`src/idpad_cfg.svh`:
```
// Constants for the identification code and port alias decoder block
`ifndef IDPAD_CFG_SVH
`define IDPAD_CFG_SVH

`define IDPAD_OFS_ID0 8'hF0
`define IDPAD_OFS_ID1 8'hF1
`define IDPAD_OFS_ID2 8'hF2
`define IDPAD_OFS_ID3 8'hF3
`define IDPAD_OFS_ID4 8'hF4
`define IDPAD_OFS_ID5 8'hF5
`define IDPAD_OFS_ALIAS0 8'hF8
`define IDPAD_OFS_ALIAS1 8'hF9
`define IDPAD_OFS_PORT_SEL 8'h4C
`define IDPAD_ALIAS_RESET 7'h00
`define IDPAD_PORT_SEL_RESET 8'h00
`define IDPAD_ALIAS_MSB 7
`define IDPAD_ALIAS_LSB 1
`define IDPAD_ZERO_ADDR 7'h00
`define IDPAD_ZERO_BYTE 8'h00
`define IDPAD_PSEL_P1_BIT 1
`define IDPAD_PORT0 2'h0
`define IDPAD_PORT1 2'h1

`endif

```
`src/idpad_pkg.sv`:
```
// Types for the identification code and port alias decoder block
package idpad_pkg;

	typedef enum logic [3:0]
	{
		IDPAD_TGT_NONE = 4'h1,
		IDPAD_TGT_MAIN = 4'h2,
		IDPAD_TGT_ALIAS0 = 4'h4,
		IDPAD_TGT_ALIAS1 = 4'h8
	} idpad_target_type;

endpackage : idpad_pkg

```
`src/idpad_alias_match.sv`:
```
// Alias address comparator for one receive port
`timescale 1ns/100ps
`include "idpad_cfg.svh"
module idpad_alias_match
	import idpad_pkg::*;
(
	input wire logic [6:0] alias_in,
	input wire logic [6:0] addr_in,
	output logic hit_out
);
	// A zero alias disables the decoder, so address zero never matches here
	assign hit_out = (alias_in != `IDPAD_ZERO_ADDR) && (alias_in == addr_in);
endmodule : idpad_alias_match

```
`src/idpad_regs.sv`:
```
// Identification code registers, port select and receive port alias decoder
`timescale 1ns/100ps
`include "idpad_cfg.svh"
module idpad_regs
	import idpad_pkg::*;
#(
	parameter logic [7:0] ID_BYTE0 = 8'hA1, // Arbitrary identification values
	parameter logic [7:0] ID_BYTE1 = 8'hA2,
	parameter logic [7:0] ID_BYTE2 = 8'hA3,
	parameter logic [7:0] ID_BYTE3 = 8'hA4,
	parameter logic [7:0] ID_BYTE4 = 8'hA5,
	parameter logic [7:0] ID_BYTE5 = 8'hA6,
	parameter logic [6:0] MAIN_ADDR = 7'h3D // Arbitrary primary target address
)
(
	input wire logic mclk_in,
	input wire logic rst_in,
	input wire logic txn_start_in,
	input wire logic [6:0] txn_addr_in,
	input wire logic wr_en_in,
	input wire logic rd_en_in,
	input wire logic [7:0] reg_addr_in,
	input wire logic [7:0] wr_data_in,
	output logic [7:0] rd_data_out,
	output logic txn_ack_out,
	output logic [1:0] port_sel_out,
	output logic port_access_out,
	output logic [6:0] port0_alias_out,
	output logic [6:0] port1_alias_out
);
	// ==========================================================
	// Address decode
	logic [6:0] alias0_reg;
	logic [6:0] alias1_reg;
	logic [7:0] psel_reg;
	idpad_target_type tgt_reg;
	idpad_target_type tgt_next;
	logic hit0;
	logic hit1;
	logic hit_main;
	logic [7:0] rd_data_reg;
	logic [7:0] rd_mux;
	logic txn_ack_reg;
	logic [1:0] port_sel_reg;
	logic [1:0] port_sel_next;
	logic port_access_reg;
	logic sel_valid;
	logic wr_alias0;
	logic wr_alias1;
	logic wr_psel;
	logic rd_take;
	logic [6:0] wr_field;

	idpad_alias_match u_m0
	(
		.alias_in(alias0_reg),
		.addr_in(txn_addr_in),
		.hit_out(hit0)
	);

	idpad_alias_match u_m1
	(
		.alias_in(alias1_reg),
		.addr_in(txn_addr_in),
		.hit_out(hit1)
	);

	assign hit_main = (txn_addr_in == MAIN_ADDR);
	// Alias wins over the main address if software programs the same value
	assign tgt_next = hit0 ? IDPAD_TGT_ALIAS0 :
		hit1 ? IDPAD_TGT_ALIAS1 :
		hit_main ? IDPAD_TGT_MAIN : IDPAD_TGT_NONE;
	assign sel_valid = (tgt_reg != IDPAD_TGT_NONE);
	// Port steering: alias fixes the port, otherwise the page register does
	assign port_sel_next = (tgt_reg == IDPAD_TGT_ALIAS0) ? `IDPAD_PORT0 :
		(tgt_reg == IDPAD_TGT_ALIAS1) ? `IDPAD_PORT1 :
		{1'b0, psel_reg[`IDPAD_PSEL_P1_BIT]};
	// Accesses count only once a start has latched a target; the rest are refused
	assign rd_take = rd_en_in && sel_valid;
	assign wr_field = wr_data_in[`IDPAD_ALIAS_MSB:`IDPAD_ALIAS_LSB];
	assign wr_alias0 = wr_en_in && sel_valid && (reg_addr_in == `IDPAD_OFS_ALIAS0);
	assign wr_alias1 = wr_en_in && sel_valid && (reg_addr_in == `IDPAD_OFS_ALIAS1);
	assign wr_psel = wr_en_in && sel_valid && (reg_addr_in == `IDPAD_OFS_PORT_SEL);

	// ==========================================================
	// Read mux; shared registers stay visible under every target
	always_comb
	begin
		case (reg_addr_in)
			`IDPAD_OFS_ID0: rd_mux = ID_BYTE0;
			`IDPAD_OFS_ID1: rd_mux = ID_BYTE1;
			`IDPAD_OFS_ID2: rd_mux = ID_BYTE2;
			`IDPAD_OFS_ID3: rd_mux = ID_BYTE3;
			`IDPAD_OFS_ID4: rd_mux = ID_BYTE4;
			`IDPAD_OFS_ID5: rd_mux = ID_BYTE5;
			`IDPAD_OFS_ALIAS0: rd_mux = {alias0_reg, 1'b0};
			`IDPAD_OFS_ALIAS1: rd_mux = {alias1_reg, 1'b0};
			`IDPAD_OFS_PORT_SEL: rd_mux = psel_reg;
			default: rd_mux = `IDPAD_ZERO_BYTE;
		endcase
	end

	// ==========================================================
	// Registers
	always_ff @(posedge mclk_in or posedge rst_in)
	begin
		if (rst_in)
			tgt_reg <= IDPAD_TGT_NONE;
		else if (txn_start_in)
			tgt_reg <= tgt_next;
	end

	// ID offsets have no write path at all, so writes there change nothing
	always_ff @(posedge mclk_in or posedge rst_in)
	begin
		if (rst_in)
		begin
			alias0_reg <= `IDPAD_ALIAS_RESET;
			alias1_reg <= `IDPAD_ALIAS_RESET;
			psel_reg <= `IDPAD_PORT_SEL_RESET;
		end
		else
		begin
			if (wr_alias0)
				alias0_reg <= wr_field;
			if (wr_alias1)
				alias1_reg <= wr_field;
			if (wr_psel)
				psel_reg <= wr_data_in;
		end
	end

	always_ff @(posedge mclk_in or posedge rst_in)
	begin
		if (rst_in)
		begin
			rd_data_reg <= `IDPAD_ZERO_BYTE;
			txn_ack_reg <= 1'b0;
			port_sel_reg <= `IDPAD_PORT0;
			port_access_reg <= 1'b0;
		end
		else
		begin
			if (rd_take)
				rd_data_reg <= rd_mux;
			txn_ack_reg <= txn_start_in && (tgt_next != IDPAD_TGT_NONE);
			port_sel_reg <= port_sel_next;
			port_access_reg <= sel_valid;
		end
	end

	assign rd_data_out = rd_data_reg;
	assign txn_ack_out = txn_ack_reg;
	assign port_sel_out = port_sel_reg;
	assign port_access_out = port_access_reg;
	assign port0_alias_out = alias0_reg;
	assign port1_alias_out = alias1_reg;

	// ==========================================================
	// Checks
	// Read checks look one edge after the strobe, once the byte has been latched
	chk_alias0_route: assert property (@(posedge mclk_in) disable iff (rst_in)
		tgt_reg == IDPAD_TGT_ALIAS0 |=> port_sel_out == `IDPAD_PORT0)
		else $error("alias0 not routed");
	chk_alias1_route: assert property (@(posedge mclk_in) disable iff (rst_in)
		tgt_reg == IDPAD_TGT_ALIAS1 |=> port_sel_out == `IDPAD_PORT1)
		else $error("alias1 not routed");
	chk_zero_alias0: assert property (@(posedge mclk_in) disable iff (rst_in)
		txn_start_in && alias0_reg == `IDPAD_ZERO_ADDR |=> tgt_reg != IDPAD_TGT_ALIAS0)
		else $error("zero alias0 hit");
	chk_zero_alias1: assert property (@(posedge mclk_in) disable iff (rst_in)
		txn_start_in && alias1_reg == `IDPAD_ZERO_ADDR |=> tgt_reg != IDPAD_TGT_ALIAS1)
		else $error("zero alias1 hit");
	chk_id_first: assert property (@(posedge mclk_in) disable iff (rst_in)
		rd_take && reg_addr_in == `IDPAD_OFS_ID0 |=> rd_data_out == ID_BYTE0)
		else $error("id0 wrong");
	chk_id_second: assert property (@(posedge mclk_in) disable iff (rst_in)
		rd_take && reg_addr_in == `IDPAD_OFS_ID1 |=> rd_data_out == ID_BYTE1)
		else $error("id1 wrong");
	chk_id_third: assert property (@(posedge mclk_in) disable iff (rst_in)
		rd_take && reg_addr_in == `IDPAD_OFS_ID2 |=> rd_data_out == ID_BYTE2)
		else $error("id2 wrong");
	chk_id_fourth: assert property (@(posedge mclk_in) disable iff (rst_in)
		rd_take && reg_addr_in == `IDPAD_OFS_ID3 |=> rd_data_out == ID_BYTE3)
		else $error("id3 wrong");
	chk_id_fifth: assert property (@(posedge mclk_in) disable iff (rst_in)
		rd_take && reg_addr_in == `IDPAD_OFS_ID4 |=> rd_data_out == ID_BYTE4)
		else $error("id4 wrong");
	chk_id_last: assert property (@(posedge mclk_in) disable iff (rst_in)
		rd_take && reg_addr_in == `IDPAD_OFS_ID5 |=> rd_data_out == ID_BYTE5)
		else $error("id5 wrong");
	chk_alias_write: assert property (@(posedge mclk_in) disable iff (rst_in)
		wr_alias0 |=> alias0_reg == $past(wr_field))
		else $error("alias0 write");
	chk_alias1_write: assert property (@(posedge mclk_in) disable iff (rst_in)
		wr_alias1 |=> alias1_reg == $past(wr_field))
		else $error("alias1 write");
	chk_alias0_bit0: assert property (@(posedge mclk_in) disable iff (rst_in)
		rd_take && reg_addr_in == `IDPAD_OFS_ALIAS0 |=> rd_data_out[0] == 1'b0)
		else $error("alias0 bit0 set");
	chk_alias_bit0: assert property (@(posedge mclk_in) disable iff (rst_in)
		rd_take && reg_addr_in == `IDPAD_OFS_ALIAS1 |=> rd_data_out[0] == 1'b0)
		else $error("alias1 bit0 set");
	chk_page_route: assert property (@(posedge mclk_in) disable iff (rst_in)
		tgt_reg == IDPAD_TGT_MAIN |=> port_sel_out == {1'b0, $past(psel_reg[`IDPAD_PSEL_P1_BIT])})
		else $error("page route");
	chk_shared_read: assert property (@(posedge mclk_in) disable iff (rst_in)
		tgt_reg == IDPAD_TGT_ALIAS0 && rd_take && reg_addr_in == `IDPAD_OFS_ALIAS1 |=>
		rd_data_out == {$past(alias1_reg), 1'b0})
		else $error("shared read under alias");
	chk_alias0_ack: assert property (@(posedge mclk_in) disable iff (rst_in)
		txn_start_in && hit0 |=> txn_ack_out)
		else $error("alias0 not acknowledged");
	chk_alias1_ack: assert property (@(posedge mclk_in) disable iff (rst_in)
		txn_start_in && hit1 |=> txn_ack_out)
		else $error("alias1 not acknowledged");
	chk_main_ack: assert property (@(posedge mclk_in) disable iff (rst_in)
		txn_start_in && hit_main |=> txn_ack_out)
		else $error("main not acknowledged");
	chk_ack_none: assert property (@(posedge mclk_in) disable iff (rst_in)
		txn_start_in && !hit0 && !hit1 && !hit_main |=> !txn_ack_out)
		else $error("unmatched address acknowledged");
	chk_refused_read: assert property (@(posedge mclk_in) disable iff (rst_in)
		rd_en_in && !sel_valid |=> $stable(rd_data_out))
		else $error("refused read changed data");

	// ==========================================================
	// Cover points
	cov_alias0_hit: cover property (@(posedge mclk_in) disable iff (rst_in) txn_start_in && hit0);
	cov_alias1_hit: cover property (@(posedge mclk_in) disable iff (rst_in) txn_start_in && hit1);
	cov_main_hit: cover property (@(posedge mclk_in) disable iff (rst_in) txn_start_in && hit_main);
	cov_page_select: cover property (@(posedge mclk_in) disable iff (rst_in)
		tgt_reg == IDPAD_TGT_MAIN && psel_reg[`IDPAD_PSEL_P1_BIT]);
endmodule : idpad_regs

```
`config.mk`:
```
export PLATFORM = sky130hd
export DESIGN_NAME = idpad_regs
export DESIGN_NICKNAME = d
export VERILOG_FILES = /design/src/idpad_pkg.sv /design/src/idpad_alias_match.sv /design/src/idpad_regs.sv
export VERILOG_INCLUDE_DIRS = /design/src /design/src/src
export SDC_FILE = /design/constraint.sdc
export NUM_CORES = 1
export LEC_CHECK = 0
export BUFFER_PORTS_ARGS = -buffer_cell sky130_fd_sc_hd__buf_4
export CAP_MARGIN = 30
export CORE_MARGIN = 4
export CORE_UTILIZATION = 56
export DETAILED_ROUTE_END_ITERATION = 16
export GPL_TIMING_DRIVEN = 0
export PLACE_DENSITY = 0.85
export RECOVER_POWER = 25
export SETUP_SLACK_MARGIN = 0.2
export SLEW_MARGIN = 20
export SYNTH_ARGS = -nofsm -noshare
export SYNTH_HDL_FRONTEND = slang
export SYNTH_HIERARCHICAL = 1
export SYNTH_SLANG_ARGS = --single-unit
export TNS_END_PERCENT = 20
```
`constraint.sdc`:
```
create_clock -name mclk_in -period 5.4 [get_ports mclk_in]
set_input_delay 0.54 -clock mclk_in [delete_from_list [all_inputs] [get_ports mclk_in]]
set_output_delay 0.54 -clock mclk_in [all_outputs]
set_load 0.02 [all_outputs]
```
---- Word level (Yosys, flattened, before mapping) ----
Index checks and enable logic that the tools add are counted.
word-level totals
  input port bits ......................... 28
  flip-flop bits (word level) ............. 37
  output and inout bits ................... 26
  logic and storage cells ................. 40
cells by class
  equal/unequal tests ..................... 16
  muxes and demuxes ....................... 6
  reduce and logical (&&, ||, !) cells .... 10
operator list
  kind                number
  $pmux 8 s9          1
  $eq 8x8->1 const B  8
  $eq 7x7->1          2
  $reduce_bool 7->1   2
  $eq 8x7->1 const B  1
  $logic_and 1x1->1   8
  $mux 4              2
  $ne 4x1->1 const B  2
  $eq 7x6->1 const B  1
  $eq 4x3->1 const B  1
  $eq 4x4->1 const B  1
  $mux 1              2
  $mux 2              1

---- Longest topological paths before layout ----
Gate-level depths: netlist (run 1).
  depth after elaboration ................. 6
  gate-level depth with buffers ........... 6
  depth with buffers taken out ............ 6

---- Hierarchy ----
The synthesis (run 1) kept the hierarchy.
by module, submodules not included
  module             sequential area each (um^2)  instances  area an instance (um^2)  cells each
  idpad_regs         927.1                        1          1859.3                   155
  idpad_alias_match  0.0                          2          96.3                     12

---- Least setup slack after synthesis (run 1) ----
No wires, ideal clock.
  path type ............................... input port to flip-flop
  start point ............................. input port reg_addr_in[5]
  end point ............................... register psel_reg[0]
  stages .................................. 5
  data arrival time ....................... 1896 ps
  setup slack ............................. 3379 ps
  setup time .............................. 125 ps
  data required time ...................... 5275 ps
  path buffers ............................ 1
  path through ............................ or3_4 nor4_4 and3_1 buf_6 mux2_4
between the ends
  cells in the longest elaborated chain, start to end .. 2
ends and longest elaborated chain
  element                 RTL line           RTL
  start: declaration      idpad_regs.sv:22   input wire logic [7:0] reg_addr_in,
  $eq 8x7->1              --
  $logic_and 1x1->1       idpad_regs.sv:83   assign wr_psel = wr_en_in && sel_valid && (reg_addr_in == `IDPAD_OFS_PORT_SEL);
  end signal: assignment  idpad_regs.sv:120  psel_reg <= `IDPAD_PORT_SEL_RESET;
  end signal: assignment  idpad_regs.sv:129  psel_reg <= wr_data_in;
  end: declaration        idpad_regs.sv:35   logic [7:0] psel_reg;
No other way between the ends.
A chain may end at the register's enable or synchronous reset.

---- Final worst setup path (run 1) ----
Ends and elaborated chain as after synthesis.

==> flow_results.xml, run 1 <==
<?xml version="1.0" encoding="UTF-8"?>
<metrics>
  <group name="critical_path">
    <metric name="worst_ep_required" unit="ns">5.57</metric>
    <metric name="startpoint_type_of_the_worst_setup_path" unit="">primary input</metric>
    <metric name="critPathCaptureType" unit="">flip-flop</metric>
    <metric name="crit_type" unit="">in2reg</metric>
    <metric name="largest_driver_fanout_on_the_critical_path" unit="">10</metric>
    <metric name="arrival_time_at_the_worst_endpoint" unit="ns">2.22</metric>
  </group>
  <group name="clock_tree">
    <metric name="inserted_clock_buffers" unit="">5</metric>
    <metric name="clock_sinks" unit="">37</metric>
    <metric name="cts_max_path_buffers" unit="">2</metric>
    <metric name="clock_insertion_delay_worst_skew" unit="ns">0.29</metric>
    <metric name="tritoncts_clock_tree" unit="">done</metric>
    <metric name="ctsHtreeMaxLevel" unit="">2</metric>
    <metric name="clkTransAtPathRegs" unit="ns">0.07</metric>
    <metric name="cts_setup_buffers" unit="">0</metric>
    <metric name="post_cts_resized" unit="">0</metric>
    <metric name="cts.root.buffer_cell" unit="">clkbuf_8</metric>
    <metric name="cts_hold_buf" unit="">0</metric>
  </group>
  <group name="hold_path">
    <metric name="timing.hold.worst.class" unit="">reg2reg</metric>
  </group>
  <group name="cells_and_area">
    <metric name="area_growth_from_synthesis_to_layout" unit="%">26.0</metric>
    <metric name="final.fill_count" unit="">260</metric>
    <metric name="drive_gt1_frac" unit="">0.423</metric>
    <metric name="num_antenna_cells" unit="">0</metric>
    <metric name="finish.net_count" unit="">266</metric>
    <metric name="finish.instance_area" unit="mm²">0.00259</metric>
    <metric name="post_layout_nonfiller_instances" unit="">285</metric>
  </group>
  <group name="placement">
    <metric name="numPortBuffers" unit="">52</metric>
    <metric name="hpwlAfterDp" unit="mm">3.52</metric>
    <metric name="routabilityCongestion" unit="">0.795</metric>
    <metric name="post-place-cells" unit="">277</metric>
    <metric name="placement.cell_area" unit="mm²">0.00250</metric>
  </group>
  <group name="pwr">
    <metric name="internal-power" unit="µW">405</metric>
    <metric name="combinationalPowerShare" unit="">0.134</metric>
    <metric name="clock_power_share" unit="">0.341</metric>
    <metric name="p_leak" unit="nW">1.23</metric>
    <metric name="power_share_of_the_sequential_group" unit="">0.525</metric>
    <metric name="power_switching" unit="µW">141</metric>
    <metric name="swShare" unit="">0.258</metric>
    <metric name="powerDensity" unit="mW/mm²">211</metric>
    <metric name="worst_ir_drop_vdd" unit="µV">163</metric>
  </group>
  <group name="timing">
    <metric name="max-slew-margin-rel" unit="">0.101</metric>
    <metric name="aggregate_negative_setup_slack" unit="ns">0</metric>
    <metric name="setup-violations-final" unit="">0</metric>
    <metric name="report.final.hold_viol_count" unit="">0</metric>
    <metric name="fmax" unit="MHz">490</metric>
    <metric name="period_needed" unit="ns">2.04</metric>
    <metric name="timing_worst_slew_pin_value" unit="ns">1.35</metric>
    <metric name="whs" unit="ns">0.484</metric>
    <metric name="period_share" unit="">0.378</metric>
    <metric name="layout_skew" unit="ns">0.00496</metric>
    <metric name="maxSlewViolCount" unit="">0</metric>
    <metric name="rsz0062_at_grt" unit="">no</metric>
  </group>
  <group name="die">
    <metric name="rows" unit="">21</metric>
    <metric name="initial_core_util" unit="">0.596</metric>
    <metric name="design.die.area" unit="mm²">0.00470</metric>
    <metric name="design.core.area" unit="mm²">0.00344</metric>
    <metric name="chipWidth" unit="µm">68.5</metric>
    <metric name="die_h" unit="µm">68.5</metric>
    <metric name="design.portCount" unit="">54</metric>
  </group>
  <group name="global_route">
    <metric name="via_count_of_the_first_global_routing_pass" unit="">1615</metric>
    <metric name="global_route_usage_over_all_layers" unit="">0.226</metric>
    <metric name="grt_start_max_net_pins" unit="">38</metric>
    <metric name="global_route.overflow_total" unit="">0</metric>
    <metric name="initial_antenna_violation_count" unit="">0</metric>
    <metric name="grt_pass1_wl" unit="mm">7.68</metric>
  </group>
  <group name="synthesis">
    <metric name="synthCells" unit="">179</metric>
    <metric name="yosysMostFrequentCell" unit="">dfrtp_1</metric>
    <metric name="async_flop_share" unit="">1.00</metric>
    <metric name="synthDistinctLibCells" unit="">47</metric>
    <metric name="synth.yosys.warnings" unit="">6</metric>
    <metric name="post_synth_instance_area" unit="mm²">0.00205</metric>
    <metric name="yosysTopAreaCell" unit="">dfrtp_1</metric>
    <metric name="ys.flop_type" unit="">dfrtp_1</metric>
    <metric name="number_of_synthesized_register_bits" unit="">37</metric>
    <metric name="synth_top_cell_area_share" unit="">0.439</metric>
    <metric name="synth_area_leaders" unit="">dfrtp_1 (44%), mux2_4 (11%), mux2_2 (6.6%)</metric>
    <metric name="synth.avg_cell_area" unit="µm²">11.5</metric>
    <metric name="synth_seq_area_share" unit="">0.452</metric>
    <metric name="number_of_nets_in_the_synthesized_netlist" unit="">207</metric>
    <metric name="edff_count_synth" unit="">0</metric>
    <metric name="most_instantiated_cells_after_synthesis" unit="">dfrtp_1 (36), mux2_4 (15), mux2_2 (12), nand2_1 (12), o21ai_0 (12)</metric>
  </group>
  <group name="routing">
    <metric name="postRouteAntennaNets" unit="">0</metric>
    <metric name="viasPerCell" unit="">5.86</metric>
    <metric name="dr.pass1.iters" unit="">4</metric>
    <metric name="wl_per_cell" unit="µm">16.9</metric>
    <metric name="drt-initial-drc-count" unit="">189</metric>
    <metric name="detail_route.drc_violations" unit="">0</metric>
    <metric name="routed_wl" unit="mm">4.82</metric>
    <metric name="route.vias.total" unit="">1671</metric>
  </group>
  <group name="run">
    <metric name="max_capacitance_violation_count" unit="">0</metric>
  </group>
  <group name="run_status">
    <metric name="result_of_the_run" unit="">finished, final reports clean</metric>
  </group>
</metrics>
## layout make-up
cell class | count | area (µm²) | area share
buffer | 9 | 56.3 | 0.0218
clock buffer | 5 | 68.8 | 0.0266
clock inverter | 3 | 17.5 | 0.00677
inverter | 4 | 15.0 | 0.00581
multi-input combinational | 129 | 1050 | 0.407
sequential | 37 | 927 | 0.358
tap | 46 | 57.6 | 0.0223
timing repair buffer | 52 | 390 | 0.151
## kinds of logic after synthesis
group | after synthesis | share of synthesized area
simple gates | 51 | 0.152
flops | 37 | 0.452
compound gates | 36 | 0.123
mux | 29 | 0.185
buf+inv | 13 | 0.0348
xor+xnor | 12 | 0.0512
other cells | 1 | 0.00183
## final timing paths
kind / start / cells after the start / to / slack, ns
min in group asynchronous: rst_in / 2 / port0_alias_out[0] / 0.64
min: rd_data_out[6] / 2 / rd_data_out[6] / 0.48
max in group asynchronous: rst_in / 2 / psel_reg[0] / 3.96
max: reg_addr_in[5] / 6 / psel_reg[0] / 3.36
max reg2reg: tgt_reg[0] / 5 / psel_reg[0] / 3.46
min reg2reg: rd_data_out[6] / 2 / rd_data_out[6] / 0.48
## layout by cell type (no fill, tap or decap), drive strengths merged, types with 2 or more instances in the layout
| cell | n |
|---|---|
| nand2b | 2 |
| buf | 57 |
| nand4 | 4 |
| and3b | 2 |
| mux2i | 2 |
| inv | 4 |
| nor4 | 3 |
| a211oi | 2 |
| nor2b | 2 |
| o21ai | 12 |
| dfrtp | 36 |
| clkbuf | 9 |
| a2111oi | 3 |
| mux2 | 27 |
| nand2 | 12 |
| a22oi | 5 |
| xnor2 | 8 |
| a211o | 2 |
| a21oi | 5 |
| clkinv | 2 |
| nand3b | 3 |
| nor3 | 5 |
| xor2 | 4 |
| and4 | 2 |
| nor2 | 10 |
## worst max-delay path, stage by stage
cell and delay, ns:
buf_4 0.12, or3_4 0.39, nor4_4 0.44, and3_1 0.26, buf_6 0.17, mux2_4 0.31
## metal layers
layer | vias to the layer above | wire length, µm | GRT usage
met1 | 798 | 2030 | 0.306
li1 | 775 | - | -
met4 | 0 | 59 | 0.0670
met3 | 11 | 463 | 0.0567
met5 | - | 0 | 0
met2 | 87 | 2270 | 0.356
## power groups by stage
stage | registers [mW] | logic, mW | clock network, mW
floorplan | 0.299 | 0.0280 | 0
global placement | 0.292 | 0.0714 | 0
detailed placement | 0.292 | 0.0728 | 0
CTS | 0.287 | 0.0742 | 0.189
global route | 0.288 | 0.0795 | 0.202
finish | 0.287 | 0.0732 | 0.186
## per-stage QoR
step                utilization  total power, mW  setup WS, ns
floorplan                     -            0.327          3.38
global placement          0.726            0.363          3.07
detailed placement        0.726            0.365          3.05
CTS                       0.751            0.551          3.36
global route              0.751            0.569          3.27
finish                    0.751            0.547          3.36
Note: power is estimated with default switching activity, not from simulation.
==> run 2, diff against run 1 <==
- ABC_AREA: default -> 1
- CORE_UTILIZATION: 56 -> 49
- PLACE_DENSITY: 0.85 -> 0.78
- clock period: 5.4 -> 1.69 ns (I/O delays scaled with it)
==> flow_results.xml, run 2 <==
<?xml version="1.0" encoding="UTF-8"?>
<metrics>
  <group name="run_status">
    <metric name="result_of_the_run" unit="">finished, final reports clean</metric>
  </group>
  <group name="critical_path">
    <metric name="ff2ff_path_depth" unit="">10</metric>
    <metric name="timing.rr.end" unit="">tgt_reg[0]</metric>
    <metric name="arrival_time_at_the_worst_endpoint" unit="ns">1.66</metric>
    <metric name="critPathCaptureType" unit="">flip-flop</metric>
    <metric name="crit_type" unit="">reg2reg</metric>
    <metric name="worst_ep_required" unit="ns">1.90</metric>
    <metric name="largest_driver_fanout_on_the_critical_path" unit="">6</metric>
    <metric name="rr_startpoint" unit="">port1_alias_out[3]</metric>
    <metric name="reg2reg_setup_slack" unit="ns">0.25</metric>
    <metric name="startpoint_type_of_the_worst_setup_path" unit="">flip-flop</metric>
  </group>
  <group name="placement">
    <metric name="post-place-cells" unit="">437</metric>
    <metric name="routabilityCongestion" unit="">0.874</metric>
    <metric name="hpwlAfterDp" unit="mm">4.40</metric>
    <metric name="numPortBuffers" unit="">52</metric>
    <metric name="placement.cell_area" unit="mm²">0.00279</metric>
  </group>
  <group name="synthesis">
    <metric name="edff_count_synth" unit="">0</metric>
    <metric name="synthDistinctLibCells" unit="">26</metric>
    <metric name="synth.avg_cell_area" unit="µm²">7.01</metric>
    <metric name="yosysTopAreaCell" unit="">dfrtp_1</metric>
    <metric name="yosysMostFrequentCell" unit="">nand2_1</metric>
    <metric name="synthCells" unit="">333</metric>
    <metric name="ys.flop_type" unit="">dfrtp_1</metric>
    <metric name="most_instantiated_cells_after_synthesis" unit="">nand2_1 (119), inv_1 (46), dfrtp_1 (36)</metric>
    <metric name="synth.yosys.warnings" unit="">6</metric>
    <metric name="number_of_nets_in_the_synthesized_netlist" unit="">361</metric>
    <metric name="post_synth_instance_area" unit="mm²">0.00234</metric>
    <metric name="async_flop_share" unit="">1.00</metric>
    <metric name="synth_area_leaders" unit="">dfrtp_1 (39%), nand2_1 (19%), inv_1 (7.4%)</metric>
    <metric name="number_of_synthesized_register_bits" unit="">37</metric>
    <metric name="synth_seq_area_share" unit="">0.397</metric>
    <metric name="synth_top_cell_area_share" unit="">0.386</metric>
  </group>
  <group name="global_route">
    <metric name="grt_pass1_wl" unit="mm">9.50</metric>
    <metric name="initial_antenna_violation_count" unit="">0</metric>
    <metric name="global_route_usage_over_all_layers" unit="">0.196</metric>
    <metric name="via_count_of_the_first_global_routing_pass" unit="">2088</metric>
    <metric name="global_route.overflow_total" unit="">0</metric>
    <metric name="met2_track_utilization_from_global_routing" unit="">0.331</metric>
    <metric name="globalRouteMet3Util" unit="">0.0422</metric>
    <metric name="busiest_layer" unit="">met2</metric>
    <metric name="use_met1" unit="">0.257</metric>
    <metric name="grt_start_max_net_pins" unit="">38</metric>
  </group>
  <group name="routing">
    <metric name="detail_route.drc_violations" unit="">0</metric>
    <metric name="routed_wl" unit="mm">5.52</metric>
    <metric name="viasPerCell" unit="">4.99</metric>
    <metric name="postRouteAntennaNets" unit="">0</metric>
    <metric name="route.vias.total" unit="">2227</metric>
    <metric name="dr.pass1.iters" unit="">4</metric>
    <metric name="wl_per_cell" unit="µm">12.4</metric>
    <metric name="drt-initial-drc-count" unit="">140</metric>
  </group>
  <group name="pwr">
    <metric name="power.total" unit="mW">1.85</metric>
    <metric name="powerDensity" unit="mW/mm²">637</metric>
    <metric name="p_leak" unit="nW">1.74</metric>
    <metric name="worst_ir_drop_vdd" unit="µV">538</metric>
  </group>
  <group name="die">
    <metric name="design.die.area" unit="mm²">0.00594</metric>
    <metric name="design.core.area" unit="mm²">0.00447</metric>
    <metric name="initial_core_util" unit="">0.522</metric>
    <metric name="die_h" unit="µm">77.0</metric>
    <metric name="rows" unit="">24</metric>
    <metric name="chipWidth" unit="µm">77.0</metric>
    <metric name="design.portCount" unit="">54</metric>
  </group>
  <group name="clock_tree">
    <metric name="clkTransAtPathRegs" unit="ns">0.07</metric>
    <metric name="inserted_clock_buffers" unit="">5</metric>
    <metric name="ctsHtreeMaxLevel" unit="">2</metric>
    <metric name="cts.root.buffer_cell" unit="">clkbuf_8</metric>
    <metric name="clock_insertion_delay_worst_skew" unit="ns">0.29</metric>
    <metric name="tritoncts_clock_tree" unit="">done</metric>
    <metric name="cts_max_path_buffers" unit="">2</metric>
    <metric name="clock_sinks" unit="">37</metric>
  </group>
  <group name="run">
    <metric name="max_capacitance_violation_count" unit="">0</metric>
  </group>
  <group name="cells_and_area">
    <metric name="commonest_cells_after_routing_fill_and_taps_aside" unit="">nand2_1 (119), buf_4 (53), inv_1 (46)</metric>
    <metric name="layout.cells.most_common" unit="">nand2_1</metric>
    <metric name="num_antenna_cells" unit="">0</metric>
    <metric name="finish.instance_area" unit="mm²">0.00291</metric>
    <metric name="area_growth_from_synthesis_to_layout" unit="%">24.4</metric>
    <metric name="final.fill_count" unit="">411</metric>
    <metric name="drive_gt1_frac" unit="">0.294</metric>
    <metric name="post_layout_nonfiller_instances" unit="">446</metric>
    <metric name="finish.net_count" unit="">421</metric>
    <metric name="fin_util" unit="">0.650</metric>
  </group>
  <group name="timing">
    <metric name="aggregate_negative_setup_slack" unit="ns">0</metric>
    <metric name="fmax" unit="MHz">692</metric>
    <metric name="rsz0062_at_grt" unit="">yes</metric>
    <metric name="period_needed" unit="ns">1.44</metric>
    <metric name="setup-violations-final" unit="">0</metric>
    <metric name="report.final.hold_viol_count" unit="">0</metric>
    <metric name="period_share" unit="">0.855</metric>
    <metric name="layout_skew" unit="ns">0.00902</metric>
    <metric name="max-slew-margin-rel" unit="">0.0982</metric>
    <metric name="maxSlewViolCount" unit="">0</metric>
    <metric name="timing_worst_slew_pin_value" unit="ns">1.35</metric>
  </group>
  <group name="hold_path">
    <metric name="timing.hold.worst.class" unit="">in2reg</metric>
    <metric name="holdPathEnd" unit="">psel_reg[0]</metric>
    <metric name="holdCritStartpoint" unit="">wr_data_in[0]</metric>
    <metric name="worstHoldPathCells" unit="">3</metric>
  </group>
</metrics>
run 2: cell types whose count changed in the layout (fill, tap and decap cells not counted), moves of 10 or more:
| cell | before | now |
|---|---|---|
| inv_2 | 0 | 10 |
| mux2_2 | 12 | 0 |
| nor2_1 | 10 | 27 |
| nand3_1 | 1 | 19 |
| nand2_1 | 12 | 119 |
| o21ai_1 | 0 | 12 |
| mux2_4 | 15 | 0 |
| inv_1 | 4 | 46 |
| nand2_2 | 0 | 12 |
run 2: routing by layer:
metal,vias up,share of wire
met3,8,0.060
met4,0,0.017
met1,1011,0.45
li1,1134,-
met5,-,0
met2,74,0.48
run 2: stage by stage:
step	hold WS, ns	setup WS (ns)
after floorplan	0.276	0.385
after global placement	0.371	0.208
after detailed placement	0.357	0.225
after CTS	0.0413	0.218
after global routing	0.0952	0.185
final	0.0901	0.245
run 2: kinds of logic after synthesis:
family,count (synthesis),synth area share
and+or+nand+nor,200,0.415
xor gates and xnor gates,2,0.00750
DFF,37,0.397
buffers and inverters,60,0.105
other,1,0.00161
AOI/OAI and AO/OA,33,0.0745
run 2: worst max-delay path by stage:
| stage | from | to | slack (ns) | depth (start not counted) |
|---|---|---|---|---|
| finish | port1_alias_out[3] | tgt_reg[0] | 0.25 | 10 |
| global route | tgt_reg[0] | port0_alias_out[1] | 0.18 | 5 |
| detailed placement | port0_alias_out[3] | tgt_reg[0] | 0.23 | 10 |
| floorplan | port0_alias_out[2] | tgt_reg[0] | 0.39 | 11 |
| global placement | rst_in | port0_alias_out[1] | 0.21 | 2 |
| CTS | port0_alias_out[3] | tgt_reg[0] | 0.22 | 10 |
run 2: layout make-up:
class	instances	area, µm²	share of cell area
Multi-Input combinational cell	236	1170	0.401
Buffer	4	37.5	0.0129
Clock inverter	1	7.51	0.00258
Tap cell	52	65.1	0.0224
Timing Repair Buffer	53	398	0.137
Sequential cell	37	936	0.322
Clock buffer	7	86.3	0.0297
Inverter	56	210	0.0723
run 2: power breakdown:
part,switching [mW],leakage [nW],total (mW),internal [mW]
combinational,0.177,1.23,0.289,0.112
clock,0.298,0.0445,0.628,0.331
sequential,0.0217,0.462,0.932,0.911
run 2: critical path: stages (launching register included):
cell     delay (ns)
dfrtp_2        0.45
nand2_1        0.09
nand2_1        0.06
inv_1          0.05
nand2_1        0.05
nor2_1         0.10
nand2_1        0.07
nor2_1         0.17
nor2_1         0.08
a21oi_1        0.20
a21oi_1        0.07
run 2: repair_timing:
item	4_1_cts	5_1_grt
endpoints found under the setup margin	0	13
setup buffers	0	1
endpoints found under the hold margin	0	0
resized for setup	0	9
hold buffers	0	0
==> run 3, diff against run 2 <==
- CORE_MARGIN: 4 -> 8
- SLEW_MARGIN: 20 -> default
==> flow_results.xml, run 3 (same netlist as run 2, synthesis figures left out) <==
<?xml version="1.0" encoding="UTF-8"?>
<metrics>
  <group name="timing">
    <metric name="layout_skew" unit="ns">0.00908</metric>
    <metric name="rsz0062_at_grt" unit="">yes</metric>
    <metric name="period_needed" unit="ns">1.44</metric>
    <metric name="maxSlewViolCount" unit="">0</metric>
    <metric name="timing_worst_slew_pin_value" unit="ns">0.686</metric>
    <metric name="max-slew-margin-rel" unit="">0.542</metric>
    <metric name="aggregate_negative_setup_slack" unit="ns">0</metric>
    <metric name="fmax" unit="MHz">695</metric>
    <metric name="period_share" unit="">0.851</metric>
    <metric name="setup-violations-final" unit="">0</metric>
    <metric name="report.final.hold_viol_count" unit="">0</metric>
  </group>
  <group name="clock_tree">
    <metric name="clock_insertion_delay_worst_skew" unit="ns">0.29</metric>
    <metric name="cts.root.buffer_cell" unit="">clkbuf_8</metric>
    <metric name="tritoncts_clock_tree" unit="">done</metric>
    <metric name="ctsHtreeMaxLevel" unit="">2</metric>
    <metric name="clock_sinks" unit="">37</metric>
    <metric name="inserted_clock_buffers" unit="">5</metric>
    <metric name="cts_max_path_buffers" unit="">2</metric>
    <metric name="clkTransAtPathRegs" unit="ns">0.08</metric>
  </group>
  <group name="routing">
    <metric name="detail_route.drc_violations" unit="">0</metric>
    <metric name="postRouteAntennaNets" unit="">0</metric>
    <metric name="routed_wl" unit="mm">6.19</metric>
    <metric name="wl_per_cell" unit="µm">13.6</metric>
    <metric name="drt-initial-drc-count" unit="">160</metric>
    <metric name="dr.pass1.iters" unit="">5</metric>
    <metric name="viasPerCell" unit="">5.03</metric>
    <metric name="route.vias.total" unit="">2285</metric>
  </group>
  <group name="cells_and_area">
    <metric name="finish.instance_area" unit="mm²">0.00292</metric>
    <metric name="final.fill_count" unit="">445</metric>
    <metric name="commonest_cells_after_routing_fill_and_taps_aside" unit="">nand2_1 (119), inv_1 (46), buf_4 (40)</metric>
    <metric name="drive_gt1_frac" unit="">0.240</metric>
    <metric name="post_layout_nonfiller_instances" unit="">454</metric>
    <metric name="finish.net_count" unit="">427</metric>
    <metric name="layout.cells.most_common" unit="">nand2_1</metric>
    <metric name="num_antenna_cells" unit="">0</metric>
    <metric name="area_growth_from_synthesis_to_layout" unit="%">25.2</metric>
  </group>
  <group name="die">
    <metric name="design.portCount" unit="">54</metric>
    <metric name="chipWidth" unit="µm">85.0</metric>
    <metric name="rows" unit="">25</metric>
    <metric name="design.core.area" unit="mm²">0.00466</metric>
    <metric name="design.die.area" unit="mm²">0.00723</metric>
    <metric name="die_h" unit="µm">85.0</metric>
    <metric name="initial_core_util" unit="">0.501</metric>
  </group>
  <group name="hold_path">
    <metric name="holdPathEnd" unit="">psel_reg[0]</metric>
    <metric name="timing.hold.worst.class" unit="">in2reg</metric>
    <metric name="holdCritStartpoint" unit="">wr_data_in[0]</metric>
    <metric name="worstHoldPathCells" unit="">3</metric>
  </group>
  <group name="pwr">
    <metric name="powerDensity" unit="mW/mm²">698</metric>
    <metric name="p_leak" unit="nW">1.72</metric>
    <metric name="worst_ir_drop_vdd" unit="µV">372</metric>
  </group>
  <group name="global_route">
    <metric name="grt_pass1_wl" unit="mm">10.4</metric>
    <metric name="met2_track_utilization_from_global_routing" unit="">0.305</metric>
    <metric name="initial_antenna_violation_count" unit="">0</metric>
    <metric name="global_route.overflow_total" unit="">0</metric>
    <metric name="busiest_layer" unit="">met2</metric>
    <metric name="global_route_usage_over_all_layers" unit="">0.175</metric>
    <metric name="globalRouteMet3Util" unit="">0.0512</metric>
    <metric name="via_count_of_the_first_global_routing_pass" unit="">2252</metric>
    <metric name="grt_start_max_net_pins" unit="">23</metric>
    <metric name="use_met1" unit="">0.199</metric>
  </group>
  <group name="critical_path">
    <metric name="worst_ep_required" unit="ns">1.87</metric>
    <metric name="timing.rr.end" unit="">rd_data_out[0]</metric>
    <metric name="critical_path_startpoint" unit="">tgt_reg[0]</metric>
    <metric name="critPathCaptureType" unit="">flip-flop</metric>
    <metric name="rr_startpoint" unit="">tgt_reg[0]</metric>
    <metric name="largest_driver_fanout_on_the_critical_path" unit="">9</metric>
    <metric name="ff2ff_path_depth" unit="">5</metric>
    <metric name="arrival_time_at_the_worst_endpoint" unit="ns">1.61</metric>
    <metric name="startpoint_type_of_the_worst_setup_path" unit="">flip-flop</metric>
    <metric name="reg2reg_setup_slack" unit="ns">0.25</metric>
    <metric name="crit_type" unit="">reg2reg</metric>
  </group>
  <group name="placement">
    <metric name="placement.cell_area" unit="mm²">0.00282</metric>
    <metric name="numPortBuffers" unit="">52</metric>
    <metric name="post-place-cells" unit="">440</metric>
    <metric name="routabilityCongestion" unit="">0.920</metric>
    <metric name="hpwlAfterDp" unit="mm">4.70</metric>
  </group>
  <group name="run">
    <metric name="max_capacitance_violation_count" unit="">0</metric>
  </group>
  <group name="run_status">
    <metric name="result_of_the_run" unit="">finished, final reports clean</metric>
  </group>
</metrics>
-- run 3: routing by layer --
metal	part of all wire	vias to the layer above	routed length [µm]
met2	0.50	80	3110
met1	0.41	1052	2540
met5	0	-	0
li1	-	1140	-
met3	0.069	13	428
met4	0.017	0	103
-- run 3: where the power goes --
group | switching (mW) | total (mW) | internal, mW
clock | 0.327 | 0.807 | 0.480
sequential | 0.0229 | 0.932 | 0.910
combinational | 0.183 | 0.302 | 0.119
-- run 3: worst max-delay path by stage --
stage / endpoint / slack [ns] / depth (start not counted)
4_1_cts: port0_alias_out[0] / 0.25 / 5
5_1_grt: tgt_reg[0] / 0.08 / 11
6_report: rd_data_out[0] / 0.25 / 5
3_5_place_dp: port0_alias_out[0] / 0.29 / 5
2_1_floorplan: tgt_reg[0] / 0.39 / 11
3_3_place_gp: port0_alias_out[6] / 0.20 / 2
-- run 3: layout make-up --
type	count	area (µm²)	area share
Multi-Input combinational cell	236	1160	0.398
Sequential cell	37	927	0.317
Timing Repair Buffer	59	398	0.136
Inverter	56	210	0.0719
Clock buffer	6	82.6	0.0282
Tap cell	54	67.6	0.0231
Clock inverter	2	37.5	0.0128
Buffer	4	37.5	0.0128
-- run 3: stage by stage --
step	total power [mW]	utilization	setup slack [ns]	hold slack (ns)
after detailed placement	1.25	0.605	0.286	0.321
after global routing	2.13	0.627	0.0788	0.0765
after floorplan	1.11	-	0.385	0.276
final	2.04	0.627	0.252	0.0687
after CTS	2.05	0.633	0.255	0.0668
after global placement	1.23	0.599	0.200	0.371
-- run 3: timing repair --
item	in CTS	in global routing
hold buffers	1	0
hold endpoints to repair	15	0
endpoints found under the setup margin	0	16
gates resized for setup	0	5
setup buffers	0	5
-- run 3: critical path: stages, from the launching register on --
cell and delay (ns):
dfstp_2 0.56, nand4_2 0.18, nand2_2 0.20, inv_1 0.16
o21ai_0 0.13, nand2_1 0.08
